<file path="src/rtl/sac_consts.svh">
// Offsets, field positions, reset values and timing counts of the converter control block
`ifndef SAC_CONSTS_SVH
`define SAC_CONSTS_SVH
`define SAC_CTRL_ADDR 4'h0
`define SAC_RESULT_ADDR 4'h4
`define SAC_CTRL_RESET 8'hfc
`define SAC_RESULT_RESET 8'h00
`define SAC_ANS_HI 7
`define SAC_ANS_LO 6
`define SAC_ADCS_HI 5
`define SAC_ADCS_LO 4
`define SAC_CHS_HI 3
`define SAC_CHS_LO 2
`define SAC_GO_BIT 1
`define SAC_ON_BIT 0
`define SAC_SLEEP_CLK_CHAN 4'hf
`define SAC_ADCS_IOSC 2'h3
`define SAC_DIV16_LAST 4'hf
`define SAC_DIV8_LAST 4'h7
`define SAC_DIV4_LAST 4'h3
`define SAC_IOSC_LAST 2'h3
`define SAC_SAMPLE_LAST 4'h4
`define SAC_TAD_LAST 4'hc
`define SAC_MARKER_INIT 8'h80
`endif

</file>
<file path="src/rtl/sac_pkg.sv">
// Types shared by the converter control block
package sac_pkg;
  typedef logic [3:0] sac_addr_t;
  typedef logic [7:0] sac_byte_t;
  typedef logic [1:0] sac_field_t;
  typedef enum logic [0:0] {
    SAC_IDLE = 1'b0,
    SAC_CONV = 1'b1
  } sac_state_t;
endpackage : sac_pkg

</file>
<file path="src/rtl/sac_top.sv">
// Successive-approximation converter control, result register and Avalon-MM slave
//
// The Avalon-MM interface to the registers and the register addresses were left to the implementer.
`timescale 1ns/1ps
`include "sac_consts.svh"

module sac_top (
  input wire logic clk,
  input wire logic rstn,
  input wire sac_pkg::sac_addr_t avs_address,
  input wire logic avs_read,
  input wire logic avs_write,
  input wire logic [31:0] avs_writedata,
  input wire logic [3:0] avs_byteenable,
  output logic [31:0] avs_readdata,
  output logic avs_waitrequest,
  input wire logic sleep_enter,
  input wire logic iosc_clk_in,
  input wire logic cmp_result,
  output logic [2:0] analog_pin_en,
  output sac_pkg::sac_field_t adc_channel,
  output logic adc_power,
  output logic sample_en,
  output sac_pkg::sac_byte_t dac_code
);
  import sac_pkg::*;

  // ---------------------------------------------------------------
  // Declarations
  // ---------------------------------------------------------------
  logic cmp_meta_r;
  logic cmp_sync_r;
  logic iosc_meta_r;
  logic iosc_sync_r;
  logic iosc_prev_r;
  logic iosc_rise;
  logic ack_r;
  logic ack_nxt;
  logic [31:0] rdata_r;
  logic [31:0] rdata_nxt;
  logic wr_fire;
  sac_byte_t wdata;
  sac_state_t state_r;
  sac_state_t state_nxt;
  sac_byte_t ctrl_r;
  sac_byte_t ctrl_nxt;
  sac_byte_t result_r;
  sac_byte_t result_nxt;
  sac_byte_t marker_r;
  sac_byte_t marker_nxt;
  logic [3:0] tad_r;
  logic [3:0] tad_nxt;
  logic [3:0] div_r;
  logic [3:0] div_nxt;
  logic [1:0] iosc_cnt_r;
  logic [1:0] iosc_cnt_nxt;
  sac_field_t cs_act_r;
  sac_field_t cs_act_nxt;
  sac_field_t chan_act_r;
  sac_field_t chan_act_nxt;
  logic [3:0] div_last;
  logic tad_tick;
  logic [2:0] pins_nxt;
  logic [2:0] pins_r;
  sac_field_t chan_out_nxt;
  sac_field_t chan_out_r;
  logic power_r;
  logic sample_nxt;
  logic sample_r;
  sac_byte_t dac_r;

  // ---------------------------------------------------------------
  // Input synchronisers
  // ---------------------------------------------------------------
  // Comparator and oscillator come from outside this clock domain
  always_ff @(posedge clk) begin
    if (!rstn) begin
      cmp_meta_r <= 1'b0;
      cmp_sync_r <= 1'b0;
      iosc_meta_r <= 1'b0;
      iosc_sync_r <= 1'b0;
      iosc_prev_r <= 1'b0;
    end else begin
      cmp_meta_r <= cmp_result;
      cmp_sync_r <= cmp_meta_r;
      iosc_meta_r <= iosc_clk_in;
      iosc_sync_r <= iosc_meta_r;
      iosc_prev_r <= iosc_sync_r;
    end
  end

  // Edge taken after the second stage only
  assign iosc_rise = iosc_sync_r & ~iosc_prev_r;

  // ---------------------------------------------------------------
  // Conversion clock divider
  // ---------------------------------------------------------------
  // Terminal count of the system clock divider for the latched select
  always_comb begin
    case (cs_act_r)
      2'h0: div_last = `SAC_DIV16_LAST;
      2'h1: div_last = `SAC_DIV8_LAST;
      2'h2: div_last = `SAC_DIV4_LAST;
      default: div_last = `SAC_DIV4_LAST;
    endcase
  end

  // One pulse per conversion bit period; oscillator mode counts its edges
  always_comb begin
    if (cs_act_r == `SAC_ADCS_IOSC) begin
      tad_tick = iosc_rise && (iosc_cnt_r == `SAC_IOSC_LAST);
    end else begin
      tad_tick = (div_r == div_last);
    end
  end

  // ---------------------------------------------------------------
  // Avalon-MM slave
  // ---------------------------------------------------------------
  // One wait cycle per access; the answer lands on the following edge
  assign ack_nxt = (avs_read | avs_write) & ~ack_r;
  assign avs_waitrequest = (avs_read | avs_write) & ~ack_r;
  assign wr_fire = avs_write & ack_r & avs_byteenable[0];
  assign wdata = avs_writedata[7:0];

  // Read data captured in the wait cycle; reads change no state
  always_comb begin
    rdata_nxt = rdata_r;
    if (avs_read && !ack_r) begin
      case (avs_address)
        `SAC_CTRL_ADDR: rdata_nxt = {24'h000000, ctrl_r};
        `SAC_RESULT_ADDR: rdata_nxt = {24'h000000, result_r};
        default: rdata_nxt = 32'h00000000;
      endcase
    end
  end

  always_ff @(posedge clk) begin
    if (!rstn) begin
      ack_r <= 1'b0;
      rdata_r <= 32'h00000000;
    end else begin
      ack_r <= ack_nxt;
      rdata_r <= rdata_nxt;
    end
  end

  assign avs_readdata = rdata_r;

  // ---------------------------------------------------------------
  // Control and conversion sequencer
  // ---------------------------------------------------------------
  // Order: period step, then software write, then sleep, which wins all
  always_comb begin
    state_nxt = state_r;
    ctrl_nxt = ctrl_r;
    result_nxt = result_r;
    marker_nxt = marker_r;
    tad_nxt = tad_r;
    // Bit period step while converting
    if (state_r == SAC_CONV && tad_tick) begin
      tad_nxt = tad_r + 4'h1;
      if (tad_r == `SAC_SAMPLE_LAST) begin
        marker_nxt = `SAC_MARKER_INIT;
        result_nxt = `SAC_MARKER_INIT;
      end else if (tad_r > `SAC_SAMPLE_LAST) begin
        // The register itself is the trial code; keep bit if input is above
        result_nxt = (result_r & ~marker_r) | (cmp_sync_r ? marker_r : 8'h00)
                     | (marker_r >> 1);
        marker_nxt = marker_r >> 1;
      end
      if (tad_r == `SAC_TAD_LAST) begin
        state_nxt = SAC_IDLE;
        ctrl_nxt[`SAC_GO_BIT] = 1'b0;
      end
    end
    // Software write; result register has no write path
    if (wr_fire && avs_address == `SAC_CTRL_ADDR) begin
      ctrl_nxt[`SAC_ANS_HI:`SAC_CHS_LO] = wdata[`SAC_ANS_HI:`SAC_CHS_LO];
      ctrl_nxt[`SAC_ON_BIT] = wdata[`SAC_ON_BIT];
      if (state_r == SAC_CONV) begin
        // Abort leaves the partial result and the marker in place
        if (!wdata[`SAC_GO_BIT] || !wdata[`SAC_ON_BIT]) begin
          state_nxt = SAC_IDLE;
          ctrl_nxt[`SAC_GO_BIT] = 1'b0;
          result_nxt = result_r;
          marker_nxt = marker_r;
          tad_nxt = tad_r;
        end
      end else if (wdata[`SAC_GO_BIT] && wdata[`SAC_ON_BIT]) begin
        state_nxt = SAC_CONV;
        ctrl_nxt[`SAC_GO_BIT] = 1'b1;
        tad_nxt = 4'h0;
      end else begin
        ctrl_nxt[`SAC_GO_BIT] = 1'b0;
      end
    end
    // Sleep stops everything; analog pin select is left as it is
    if (sleep_enter) begin
      state_nxt = SAC_IDLE;
      ctrl_nxt[`SAC_GO_BIT] = 1'b0;
      ctrl_nxt[`SAC_ON_BIT] = 1'b0;
      ctrl_nxt[`SAC_ADCS_HI:`SAC_CHS_LO] = `SAC_SLEEP_CLK_CHAN;
      result_nxt = result_r;
      marker_nxt = marker_r;
    end
  end

  // Divider restarts at each start and holds at zero when idle
  always_comb begin
    div_nxt = 4'h0;
    iosc_cnt_nxt = 2'h0;
    if (state_r == SAC_CONV && state_nxt == SAC_CONV) begin
      div_nxt = tad_tick ? 4'h0 : div_r + 4'h1;
      iosc_cnt_nxt = iosc_rise ? iosc_cnt_r + 2'h1 : iosc_cnt_r;
    end
  end

  // Clock and channel selects frozen for the length of a conversion
  always_comb begin
    if (state_r == SAC_CONV && state_nxt == SAC_CONV) begin
      cs_act_nxt = cs_act_r;
      chan_act_nxt = chan_act_r;
    end else begin
      cs_act_nxt = ctrl_nxt[`SAC_ADCS_HI:`SAC_ADCS_LO];
      chan_act_nxt = ctrl_nxt[`SAC_CHS_HI:`SAC_CHS_LO];
    end
  end

  // Reset restores selects to 11 and leaves the converter off
  always_ff @(posedge clk) begin
    if (!rstn) begin
      state_r <= SAC_IDLE;
      ctrl_r <= `SAC_CTRL_RESET;
      result_r <= `SAC_RESULT_RESET;
      marker_r <= 8'h00;
      tad_r <= 4'h0;
      div_r <= 4'h0;
      iosc_cnt_r <= 2'h0;
      cs_act_r <= `SAC_ADCS_IOSC;
      chan_act_r <= 2'h3;
    end else begin
      state_r <= state_nxt;
      ctrl_r <= ctrl_nxt;
      result_r <= result_nxt;
      marker_r <= marker_nxt;
      tad_r <= tad_nxt;
      div_r <= div_nxt;
      iosc_cnt_r <= iosc_cnt_nxt;
      cs_act_r <= cs_act_nxt;
      chan_act_r <= chan_act_nxt;
    end
  end

  // ---------------------------------------------------------------
  // Front end outputs
  // ---------------------------------------------------------------
  // Pin decode ignores the power bit; comparator wiring is untouched outside
  always_comb begin
    case (ctrl_nxt[`SAC_ANS_HI:`SAC_ANS_LO])
      2'h0: pins_nxt = 3'b000;
      2'h1: pins_nxt = 3'b100;
      2'h2: pins_nxt = 3'b101;
      default: pins_nxt = 3'b111;
    endcase
  end

  // Channel route: 0..2 are pins, 3 is the internal reference
  assign chan_out_nxt = chan_act_nxt;
  assign sample_nxt = (state_nxt == SAC_CONV) && (tad_nxt <= `SAC_SAMPLE_LAST);

  always_ff @(posedge clk) begin
    if (!rstn) begin
      pins_r <= 3'b111;
      chan_out_r <= 2'h3;
      power_r <= 1'b0;
      sample_r <= 1'b0;
      dac_r <= `SAC_RESULT_RESET;
    end else begin
      pins_r <= pins_nxt;
      chan_out_r <= chan_out_nxt;
      power_r <= ctrl_nxt[`SAC_ON_BIT];
      sample_r <= sample_nxt;
      dac_r <= result_nxt;
    end
  end

  assign analog_pin_en = pins_r;
  assign adc_channel = chan_out_r;
  assign adc_power = power_r;
  assign sample_en = sample_r;
  assign dac_code = dac_r;

endmodule : sac_top

</file>
<file path="config.mk">
export PLATFORM = sky130hd
export DESIGN_NAME = sac_top
export DESIGN_NICKNAME = d
export VERILOG_FILES = /design/src/rtl/sac_pkg.sv /design/src/rtl/sac_top.sv
export VERILOG_INCLUDE_DIRS = /design/src /design/src/rtl
export SDC_FILE = /design/constraint.sdc
export NUM_CORES = 1
export LEC_CHECK = 0
export BUFFER_PORTS_ARGS = -buffer_cell sky130_fd_sc_hd__buf_4
export CAP_MARGIN = 5
export CORE_AREA = 2 2 98 100
export CTS_BUF_LIST = sky130_fd_sc_hd__clkbuf_16
export DETAILED_ROUTE_END_ITERATION = 8
export DIE_AREA = 0 0 100 102
export GPL_TIMING_DRIVEN = 0
export PLACE_DENSITY = 0.51
export SLEW_MARGIN = 20
export SYNTH_ARGS = -nofsm -noshare
export SYNTH_HDL_FRONTEND = slang
export SYNTH_SLANG_ARGS = --single-unit
</file>
<file path="constraint.sdc">
create_clock -name clk -period 2.2 [get_ports clk]
set_input_delay 0.44 -clock clk [delete_from_list [all_inputs] [get_ports clk]]
set_output_delay 0.44 -clock clk [all_outputs]
set_load 0.05 [all_outputs]
</file>
* After elaboration in Yosys (flattened, before gate mapping)
Index checks and enable logic that the tools add are counted. Widths: inputs -> output; s select.
Storage, ports and cells: bits in registers 82, output and inout port bits 48, logic and storage cells 103
Operators by class: add/subtract/negate cells 3, order comparisons 2, eq/ne operators 10, muxes and demuxes 36, bitwise logic cells 14, reductions and logical operators 18
Operators with widths (count):
- $mux 8 | 14
- $mux 4 | 5
- $pmux 8 s2 | 1
- $mux 1 | 13
- $pmux 3 s3 | 1
- $add 4x1->4 const B | 2
- $and 8x8->8 | 1
- $eq 4x3->1 const B | 2
- $not 8->8 | 1
- $or 8x7->8 | 1
- $or 8x8->8 | 1
- $pmux 4 s2 | 1
- $logic_and 1x1->1 | 7
- $eq 2x2->1 const B | 3
- $mux 6 | 1
- $not 1->1 | 5
- $and 1x1->1 | 4
- $eq 2x1->1 const B | 2
- $eq 4x4->1 | 1
- $eq 4x4->1 const B | 1
- $gt 4x3->1 const B | 1
- $le 4x3->1 const B | 1
- $logic_not 2->1 | 2
- $logic_not 4->1 | 1
- 8 further kinds | 11

* Longest topological paths before layout
Gate-level depths: netlist of run 1.
word-level depth 13, depth in mapped cells 9, depth with buffers taken out 7

* Least setup slack after synthesis of run 1
Ideal clock, no wire load.
path type input port to flip-flop, start point input avs_address[1], end point register pins_r[0], in the netlist analog_pin_en[0], arrival 2.267 ns, data required time 2.077 ns, setup slack -0.190 ns, stages on the path 7, buffers on the path 1, cell sequence or3_1 -> buf_6 -> nor2_1 -> mux2_2 -> ha_1 -> nand2b_1 -> or2_2
On the way: longest elaborated chain between the ends 5, elaborated cells on any way between the ends 7
Ends and longest elaborated chain:
- start: declaration | RTL line sac_top.sv:10 | input wire sac_pkg::sac_addr_t avs_address,
- $logic_not 4->1 (*)
- $logic_and 1x1->1 (no source line) (*)
- $mux 8 (*) | RTL line sac_top.sv:178 | if (wr_fire && avs_address == `SAC_CTRL_ADDR) begin
- named net ctrl_nxt[7] | RTL line sac_top.sv:46 | sac_byte_t ctrl_nxt;
- $eq 2x2->1 (tied with other cells) | RTL line sac_top.sv:260 | case (ctrl_nxt[`SAC_ANS_HI:`SAC_ANS_LO])
- $pmux 3 s3 (*) | RTL line sac_top.sv:260
- end signal: assignment | RTL line sac_top.sv:280 | pins_r <= pins_nxt;
- end: declaration | RTL line sac_top.sv:64 | logic [2:0] pins_r;
Mark *: on every way through the listed nets, which the timed path passes. The rest lies on a longest branch. A chain may end at the register's enable or synchronous reset.

* Worst setup path after layout of run 1
Same ends and word-level chain as after synthesis.

==> reports/qor.csv, run 1 <==
metric,value,unit
outcome,finished clean,
core,9109,µm²
crit_start,avs_address[1],
hold_path_class,input port to flop,
initial_core_util,29.62,%
cts_tree,done,
end_kind,flop,
grt_pass1_vias,2095,
fill_cells,928,
intPower,1.863,mW
period_share,94.74,%
layout.cells.non_filler,492,
grt.total_usage,13.26,%
clkPwrFrac,48.8,%
std_cell_rows,35,
die_y,102,µm
path_class,input port to flop,
via_per_inst,4.480,
required,2.41,ns
p_sw_share,25.63,%
cts_hold_buf,0,
cp_max_fo,8,
seq_area_frac_synth,42.30,%
insertion_delay,0.33,ns
place.gp.congestion,0.8390,
wire_per_inst,12.92,µm
critPathCapture,analog_pin_en[0],
rrSetupSlack,0.14,ns
synthFlopType,dfxtp_1,
clkTransAtPathRegs,0.05,ns
final_common_cell,buf_4,
root_buffer,clkbuf_16,
detail-route-antenna-nets,0,
rsz0062_at_grt,no,
seqPwrFrac,41.7,%
switchingPower,0.6422,mW
finalCriticalPeriod,2.084,ns
drtIter0Drc,137,
layout_setup_ws,0.1157,ns
io_buffer_count,42,
async_flop_share,0,%
synthCells,298,
synthDistinctLibCells,47,
synth_area,2698,µm²
nets,429,
first_pass_iters,4,
wl,6355,µm
route.vias.total,2204,
relSlewSlack,65.48,%
clock_skew,0.007673,ns
drc_errors,0,
powerDensity,708.2,nW/µm²
multi_input_area,1373,µm²
dp.cells,474,
r2r-end,dac_code[6],
syn_avg_cell_area,9.052,µm²
regArea,1141,µm²
rr_startpoint,div_r[0],
area_growth,31.12,%
io_pins,95,
htree_levels,3,
ys_seq_elements,57,
max_cap_viol_count,0,
numCtsBuffers,9,
dpl_worst_slack,-0.2836,ns
die_x,100,µm
p_leak,1.490,nW
fmax,479.8,MHz
reg2reg_depth,7,
startpoint_type,input port,
antenna_found_initial,0,
cts_sinks,57,
maxSlewViolCount,0,
grt_first_pass_wirelength,10370,µm
die_area,10200,µm²
total_power,2.505,mW
ys.warnings.count,0,
drive_gt1_share,26.77,%
tightestPinTransition,0.5178,ns
combPwrFrac,9.5,%
grt-ovfl-total,0,
grt_max_degree,11,
n_antenna_cell,0,
ir_drop,0.2704,mV
clock_path_buffers,2,
hold_viol_final,0,
setup_viol,0,
dpl.hpwl,4688,µm
synth_edf_count,0,
crit_arrival,2.30,ns
most-common-layout-cells,"69 x buf_4, 57 x dfxtp_1, 27 x a21oi_1, 24 x conb_1, 23 x nor2_1",
==> metrics by stage <==
step | area [µm²] | TNS [ns] | hold WS [ns] | utilization [%]
5_1_grt | 3537 | 0 | 0.3274 | 38.83
3_3_place_gp | 3246 | -1.031 | 0.4194 | 35.63
6_report | 3537 | 0 | 0.3255 | 38.83
4_1_cts | 3510 | 0 | 0.3173 | 38.53
3_5_place_dp | 3246 | -1.018 | 0.4230 | 35.63
2_1_floorplan | 2791 | 0 | 0.4119 | -
==> state kept, by name, summed over array words and instances (netlist names), 2 cells and up <==
signal and cells:
adc_channel 2, analog_pin_en 3, avs_readdata 8, cs_act_r 2
ctrl_r 8, dac_code 8, div_r 4, iosc_cnt_r 2
marker_r 8, tad_r 4
==> timing repair <==
action                     CTS  global route
setup endpoints to repair    5            15
buffers inserted             0             2
resized for setup            1             6
pin swaps                    0             1
==> metal layers <==
layer	GRT usage (%)	part of all wire (%)
met1	17.58	50
met3	2.804	4.5
met5	0	0
met4	8.219	3.3
met2	19.80	43
==> final cells by class <==
type	instances	area share (%)
sequential	57	32.26
tap	111	3.926
buffer	38	7.393
timing repair buffer	44	9.339
clock buffer	9	6.367
clock inverter	7	1.061
multi-input combinational	218	38.80
inverter	8	0.8490
==> power by group through the flow <==
stage                     logic, mW  registers, mW  clock network, mW
after floorplan               0.179           1.07                  0
after global placement        0.235           1.07                  0
after detailed placement      0.235           1.07                  0
after CTS                     0.236           1.05               1.25
after global routing          0.253           1.05               1.29
final                         0.237           1.05               1.22
==> worst max-delay path, stage by stage <==
cell and delay [ns]:
buf_4 0.10, or3_1 0.38, buf_6 0.15, nor2_4 0.17, mux2_2 0.41, ha_1 0.20
nand2b_1 0.15, or2_2 0.29
==> logic make-up (layout without fill, tap and decap cells) <==
kind of cell | count (synthesis) | in the layout | share of synthesized area, %
AO/OA/AOI/OAI | 72 | 72 | 17.58
multiplexers | 11 | 11 | 4.128
adder cells (fa/ha/maj) | 6 | 6 | 2.783
other | 1 | 24 | 0.1390
buffers and inverters | 46 | 106 | 10.76
AND/OR/NAND/NOR | 100 | 100 | 20.69
flip-flops | 57 | 57 | 42.30
XOR/XNOR | 5 | 5 | 1.623
==> synthesized netlist by cell type, types with 2 or more instances <==
cell type | number | area (µm²)
dfxtp_1 | 57 | 1141
a21oi_1 | 27 | 135.1
buf_4 | 25 | 187.7
nor2_1 | 24 | 90.09
nor3_1 | 19 | 95.09
o21ai_0 | 13 | 65.06
a22o_1 | 10 | 87.58
mux2i_1 | 10 | 100.1
nand2_1 | 10 | 37.54
nor2b_1 | 10 | 62.56
clkbuf_1 | 8 | 30.03
inv_1 | 8 | 30.03
a221o_1 | 7 | 70.07
nand3_1 | 7 | 35.03
and2_1 | 6 | 37.54
ha_1 | 6 | 75.07
or3_1 | 6 | 37.54
nand2b_1 | 5 | 31.28
xnor2_1 | 4 | 35.03
buf_6 | 3 | 33.78
nand3b_1 | 3 | 22.52
o211ai_1 | 2 | 15.01
o21a_1 | 2 | 15.01
o31ai_1 | 2 | 15.01
or2_2 | 2 | 12.51
==> worst min path at each step <==
stage | from | end | slack (ns) | cells past startpoint
4_1_cts | iosc_clk_in | iosc_meta_r | 0.32 | 2
5_1_grt | cmp_result | cmp_meta_r | 0.33 | 2
2_1_floorplan | cmp_meta_r | cmp_sync_r | 0.41 | 1
3_3_place_gp | cmp_meta_r | cmp_sync_r | 0.42 | 1
3_5_place_dp | cmp_meta_r | cmp_sync_r | 0.42 | 1
6_report | iosc_clk_in | iosc_meta_r | 0.33 | 2
(Power assumes the default switching activity.)
==> inputs of run 2 (changes only) <==
- PLACE_DENSITY: 0.51 -> 0.52
- clock period: 2.2 -> 2.5 ns (I/O delays scaled with it)
==> run 2 against run 1 <==
  * Worst setup slack better by 0.15 ns
  * Critical path depth unchanged
  * Sequential share of layout area down 0.16 points
  * Clock skew up 0.00058 ns
  * Final area up 0.50%
  * Combinational power down 13%
  * Clock power up 3%
  * Clock-buffer cell count unchanged
==> reports/qor.csv, run 2 (same netlist as run 1, synthesis figures left out) <==
metric,value,unit
root_buffer,clkbuf_16,
most-common-layout-cells,"67 x buf_4, 57 x dfxtp_1, 27 x a21oi_1, 24 x conb_1, 23 x nor2_1",
detail-route-antenna-nets,0,
startpoint_type,input port,
grt-ovfl-total,0,
r2r-end,dac_code[4],
fill_cells,932,
hold_path_class,input port to flop,
wl,6070,µm
tightestPinTransition,0.5458,ns
min_from,iosc_clk_in,
area_growth,31.77,%
rsz0062_at_grt,no,
intPower,1.843,mW
dp.cells,474,
clkPwrFrac,52.9,%
grt.total_usage,12.67,%
combPwrFrac,8.7,%
finalCriticalPeriod,2.232,ns
die_x,100,µm
std_cell_rows,35,
end_kind,flop,
required,2.70,ns
dpl.hpwl,4653,µm
outcome,finished clean,
hold-path-endpoint,iosc_meta_r,
crit_chain,buf_4 > or3_1 > buf_6 > nor2_4 > mux2_2 > ha_1 > nand2b_1 > or2_2,
nets,427,
drtIter0Drc,66,
hold_depth,2,
first_pass_iters,4,
seqPwrFrac,38.5,%
switchingPower,0.5481,mW
cts_tree,done,
slowest_delay,0.42,ns
htree_levels,3,
drc_errors,0,
io_buffer_count,42,
grt_first_pass_wirelength,10070,µm
rr_startpoint,div_r[0],
antenna_found_initial,0,
via_per_inst,4.454,
period_share,89.29,%
wire_per_inst,12.41,µm
maxSlewViolCount,0,
layout.cells.non_filler,489,
whs,0.3882,ns
drive_gt1_share,25.13,%
die_y,102,µm
clock_skew,0.008255,ns
setup_viol,0,
die_area,10200,µm²
hold_viol_final,0,
cts_sinks,57,
n_antenna_cell,0,
place.gp.congestion,0.8351,
p_leak,1.492,nW
fmax,448.0,MHz
numCtsBuffers,9,
path_class,input port to flop,
initial_core_util,29.62,%
powerDensity,672.7,nW/µm²
grt_max_degree,11,
multi_input_area,1360,µm²
cts_setup_buffers,0,
clkTransAtPathRegs,0.05,ns
regArea,1141,µm²
ir_drop,0.3318,mV
grt_pass1_vias,2077,
reg2reg_depth,7,
clock_path_buffers,2,
max_cap_viol_count,0,
rrSetupSlack,0.34,ns
insertion_delay,0.32,ns
cp_max_fo,8,
critical_path.slowest_cell,mux2_2,
io_pins,95,
core,9109,µm²
route.vias.total,2178,
p_sw_share,22.92,%
crit_arrival,2.44,ns
relSlewSlack,63.23,%
final_common_cell,buf_4,
-- run 2: area by class of cell --
| type | instances | share of cell area, % |
|---|---|---|
| plain buffers | 38 | 7.321 |
| clock inverters | 6 | 2.358 |
| flip-flops and latches | 57 | 32.10 |
| repair buffers | 42 | 8.870 |
| clock buffers | 9 | 6.336 |
| inverters | 8 | 0.8448 |
| multi-input cells | 218 | 38.26 |
| well taps | 111 | 3.907 |
-- run 2: timing repair --
item	in CTS	in global routing
hold endpoints to repair	0	0
setup endpoints to repair	1	1
hold buffers	0	0
resized for setup	1	1
-- run 2: power by group through the flow --
stage / combinational, mW / clock, mW / sequential, mW
final: 0.207 / 1.26 / 0.920
after floorplan: 0.157 / 0 / 0.944
after detailed placement: 0.206 / 0 / 0.939
after global routing: 0.221 / 1.35 / 0.920
after CTS: 0.206 / 1.30 / 0.920
after global placement: 0.206 / 0 / 0.939
-- run 2: through the flow --
| step | total power, mW | worst slack [ns] | TNS [ns] | area [µm²] | util, % |
|---|---|---|---|---|---|
| final | 2.391 | 0.2679 | 0 | 3555 | 39.02 |
| after global routing | 2.488 | 0.1058 | 0 | 3555 | 39.02 |
| after CTS | 2.426 | 0.1065 | 0 | 3550 | 38.97 |
| after detailed placement | 1.145 | -0.4171 | -0.7997 | 3238 | 35.55 |
| after global placement | 1.145 | -0.4323 | -0.8502 | 3238 | 35.55 |
| after floorplan | 1.101 | 0.04972 | 0 | 2784 | - |
-- run 2: worst max path at each step --
stage                    from          endpoint  cells after the start
2_1_floorplan  avs_address[1]  analog_pin_en[0]                      7
3_3_place_gp   avs_address[1]  analog_pin_en[0]                      8
3_5_place_dp   avs_address[1]  analog_pin_en[0]                      8
4_1_cts        avs_address[1]  analog_pin_en[0]                      8
5_1_grt        avs_address[1]  analog_pin_en[0]                      9
6_report       avs_address[1]  analog_pin_en[0]                      8
-- run 2: routing by layer --
metal / global-route usage [%] / vias to the layer above / routed length, µm
met3: 3.488 / 5 / 361
met1: 16.56 / 949 / 2914
met2: 19.70 / 68 / 2738
li1: - / 1156 / -
met4: 5.585 / 0 / 55
met5: 0 / - / 0
-- run 2: critical path: cells and delay by family --
family                     cells  cell delay (ns)
muxes                          1             0.42
buffers and inverters          2             0.25
and+or+nand+nor                4             1.07
adders and majority gates      1             0.20
==> inputs of run 3 (changes only) <==
- CORE_AREA: 2 2 98 100 -> 2 2 88 90
- DIE_AREA: 0 0 100 102 -> 0 0 90 92
- MAX_ROUTING_LAYER: not set -> met4
- PLACE_DENSITY: 0.52 -> 0.62
==> run 3 against run 2 <==
  * Clock power decreased by 9.5%
  * Worst setup slack got worse by 0.12 ns
  * Sequential share of layout area increased by 0.45 points
  * Die area decreased by 19%
  * Total power decreased by 5.0%
  * Wire length increased by 1.4%
  * Clock skew about the same
  * Combinational power about the same
  * Utilization increased by 8.1 points
  * Largest cell class unchanged
==> reports/qor.csv, run 3 (same netlist as run 1, synthesis figures left out) <==
metric,value,unit
htree_levels,3,
io_pins,95,
clock_skew,0.008145,ns
io_buffer_count,42,
first_pass_iters,4,
whs,0.3790,ns
slowest_delay,0.43,ns
cts_tree,done,
most-common-layout-cells,"67 x buf_4, 57 x dfxtp_1, 27 x a21oi_1, 24 x conb_1, 23 x nor2_1",
maxSlewViolCount,0,
drc_errors,0,
route.vias.total,2250,
hold_viol_final,0,
crit_chain,buf_4 > or3_1 > buf_6 > nor2_2 > mux2_2 > ha_1 > nand2b_1 > or2_2,
total_power,2.271,mW
use_met1,18.83,%
dp.cells,465,
cts_setup_buffers,0,
hold_path_class,input port to flop,
critical_path.slowest_cell,mux2_2,
detail-route-antenna-nets,0,
final_common_cell,buf_4,
period_share,94.07,%
design_area,3506,µm²
p_leak,1.487,nW
end_kind,flop,
cts_hold_buf,0,
fin_tns_setup,0,ns
powerDensity,647.7,nW/µm²
die_x,90,µm
grt.total_usage,15.90,%
root_buffer,clkbuf_16,
insertion_delay,0.32,ns
n_antenna_cell,0,
die_y,92,µm
critical-path-top-delay-family,simple AND/OR/NAND/NOR gates,
required,2.71,ns
fmax,425.2,MHz
max_cap_viol_count,0,
std_cell_rows,32,
area_growth,29.96,%
initial_core_util,36.22,%
grt-ovfl-total,0,
cts_sinks,57,
finalCriticalPeriod,2.352,ns
die_area,8280,µm²
grt_max_degree,11,
relSlewSlack,61.89,%
drive_gt1_share,24.87,%
nets,427,
ir_drop,0.3272,mV
outcome,finished clean,
core,7447,µm²
place.gp.congestion,0.8705,
clock_path_buffers,2,
path_class,input port to flop,
via_per_inst,4.688,
tightestPinTransition,0.5656,ns
startpoint_type,input port,
clkTransAtPathRegs,0.05,ns
busiest_layer,met2,
grt_first_pass_wirelength,10160,µm
cp_max_fo,8,
critPathBufInv,2,
met2_usage,24.87,%
use_met3,4.437,%
dpl.hpwl,4509,µm
crit_arrival,2.56,ns
wl,6158,µm
numCtsBuffers,9,
dpl-instance-area,3227,µm²
rsz0062_at_grt,no,
grt_pass1_vias,2121,
wire_per_inst,12.83,µm
layout.cells.non_filler,480,
setup_viol,0,
drtIter0Drc,149,
antenna_found_initial,0,
==> run 3: changes by cell type in the layout (fill, tap and decap cells not counted) <==
cell	change
clkinvlp_4	-1
nor2_2	+1
clkinv_2	+2
bufinv_16	-1
clkinv_4	-1
inv_1	+1
nor2_4	-1
==> run 3: power breakdown <==
group | internal, mW | leakage, nW | switching [mW]
registers | 0.917 | 0.461 | 0.00390
logic | 0.0672 | 0.885 | 0.140
clock network | 0.748 | 0.141 | 0.394
total | 1.73 | 1.49 | 0.538
==> run 3: routing by layer <==
layer	routed length [µm]	vias up	share of wire [%]
met1	2914	1016	47
met4	163	0	2.6
met2	2755	62	45
li1	-	1158	-
met5	0	-	0
met3	325	14	5.3
==> run 3: timing repair <==
action	4_1_cts	5_1_grt
resized for setup	1	0
endpoints found under the setup margin	1	0
endpoints found under the hold margin	0	0
==> run 3: final timing paths <==
check             slack, ns           start                to  cells after the start
setup reg to reg       0.27        div_r[0]       dac_code[3]                      7
setup / recovery       0.15  avs_address[1]  analog_pin_en[0]                      8
hold reg to reg        0.43     iosc_meta_r       iosc_sync_r                      1
hold / removal         0.38      cmp_result        cmp_meta_r                      2
==> run 3: layout make-up <==
type / count / area, µm²
Fill cell: 731 / 3941
Multi-Input combinational cell: 218 / 1355
Sequential cell: 57 / 1141
Timing Repair Buffer: 42 / 315.3
Buffer: 38 / 260.3
Clock buffer: 9 / 225.2
Tap cell: 102 / 127.6
Clock inverter: 6 / 51.30
Inverter: 8 / 30.03
==> run 3: stage by stage <==
stage | setup WS, ns | util, %
2_1_floorplan | 0.04972 | -
3_3_place_gp | -0.3601 | 43.33
3_5_place_dp | -0.3607 | 43.33
4_1_cts | 0.1364 | 47.08
5_1_grt | 0.02734 | 47.08
6_report | 0.1482 | 47.08
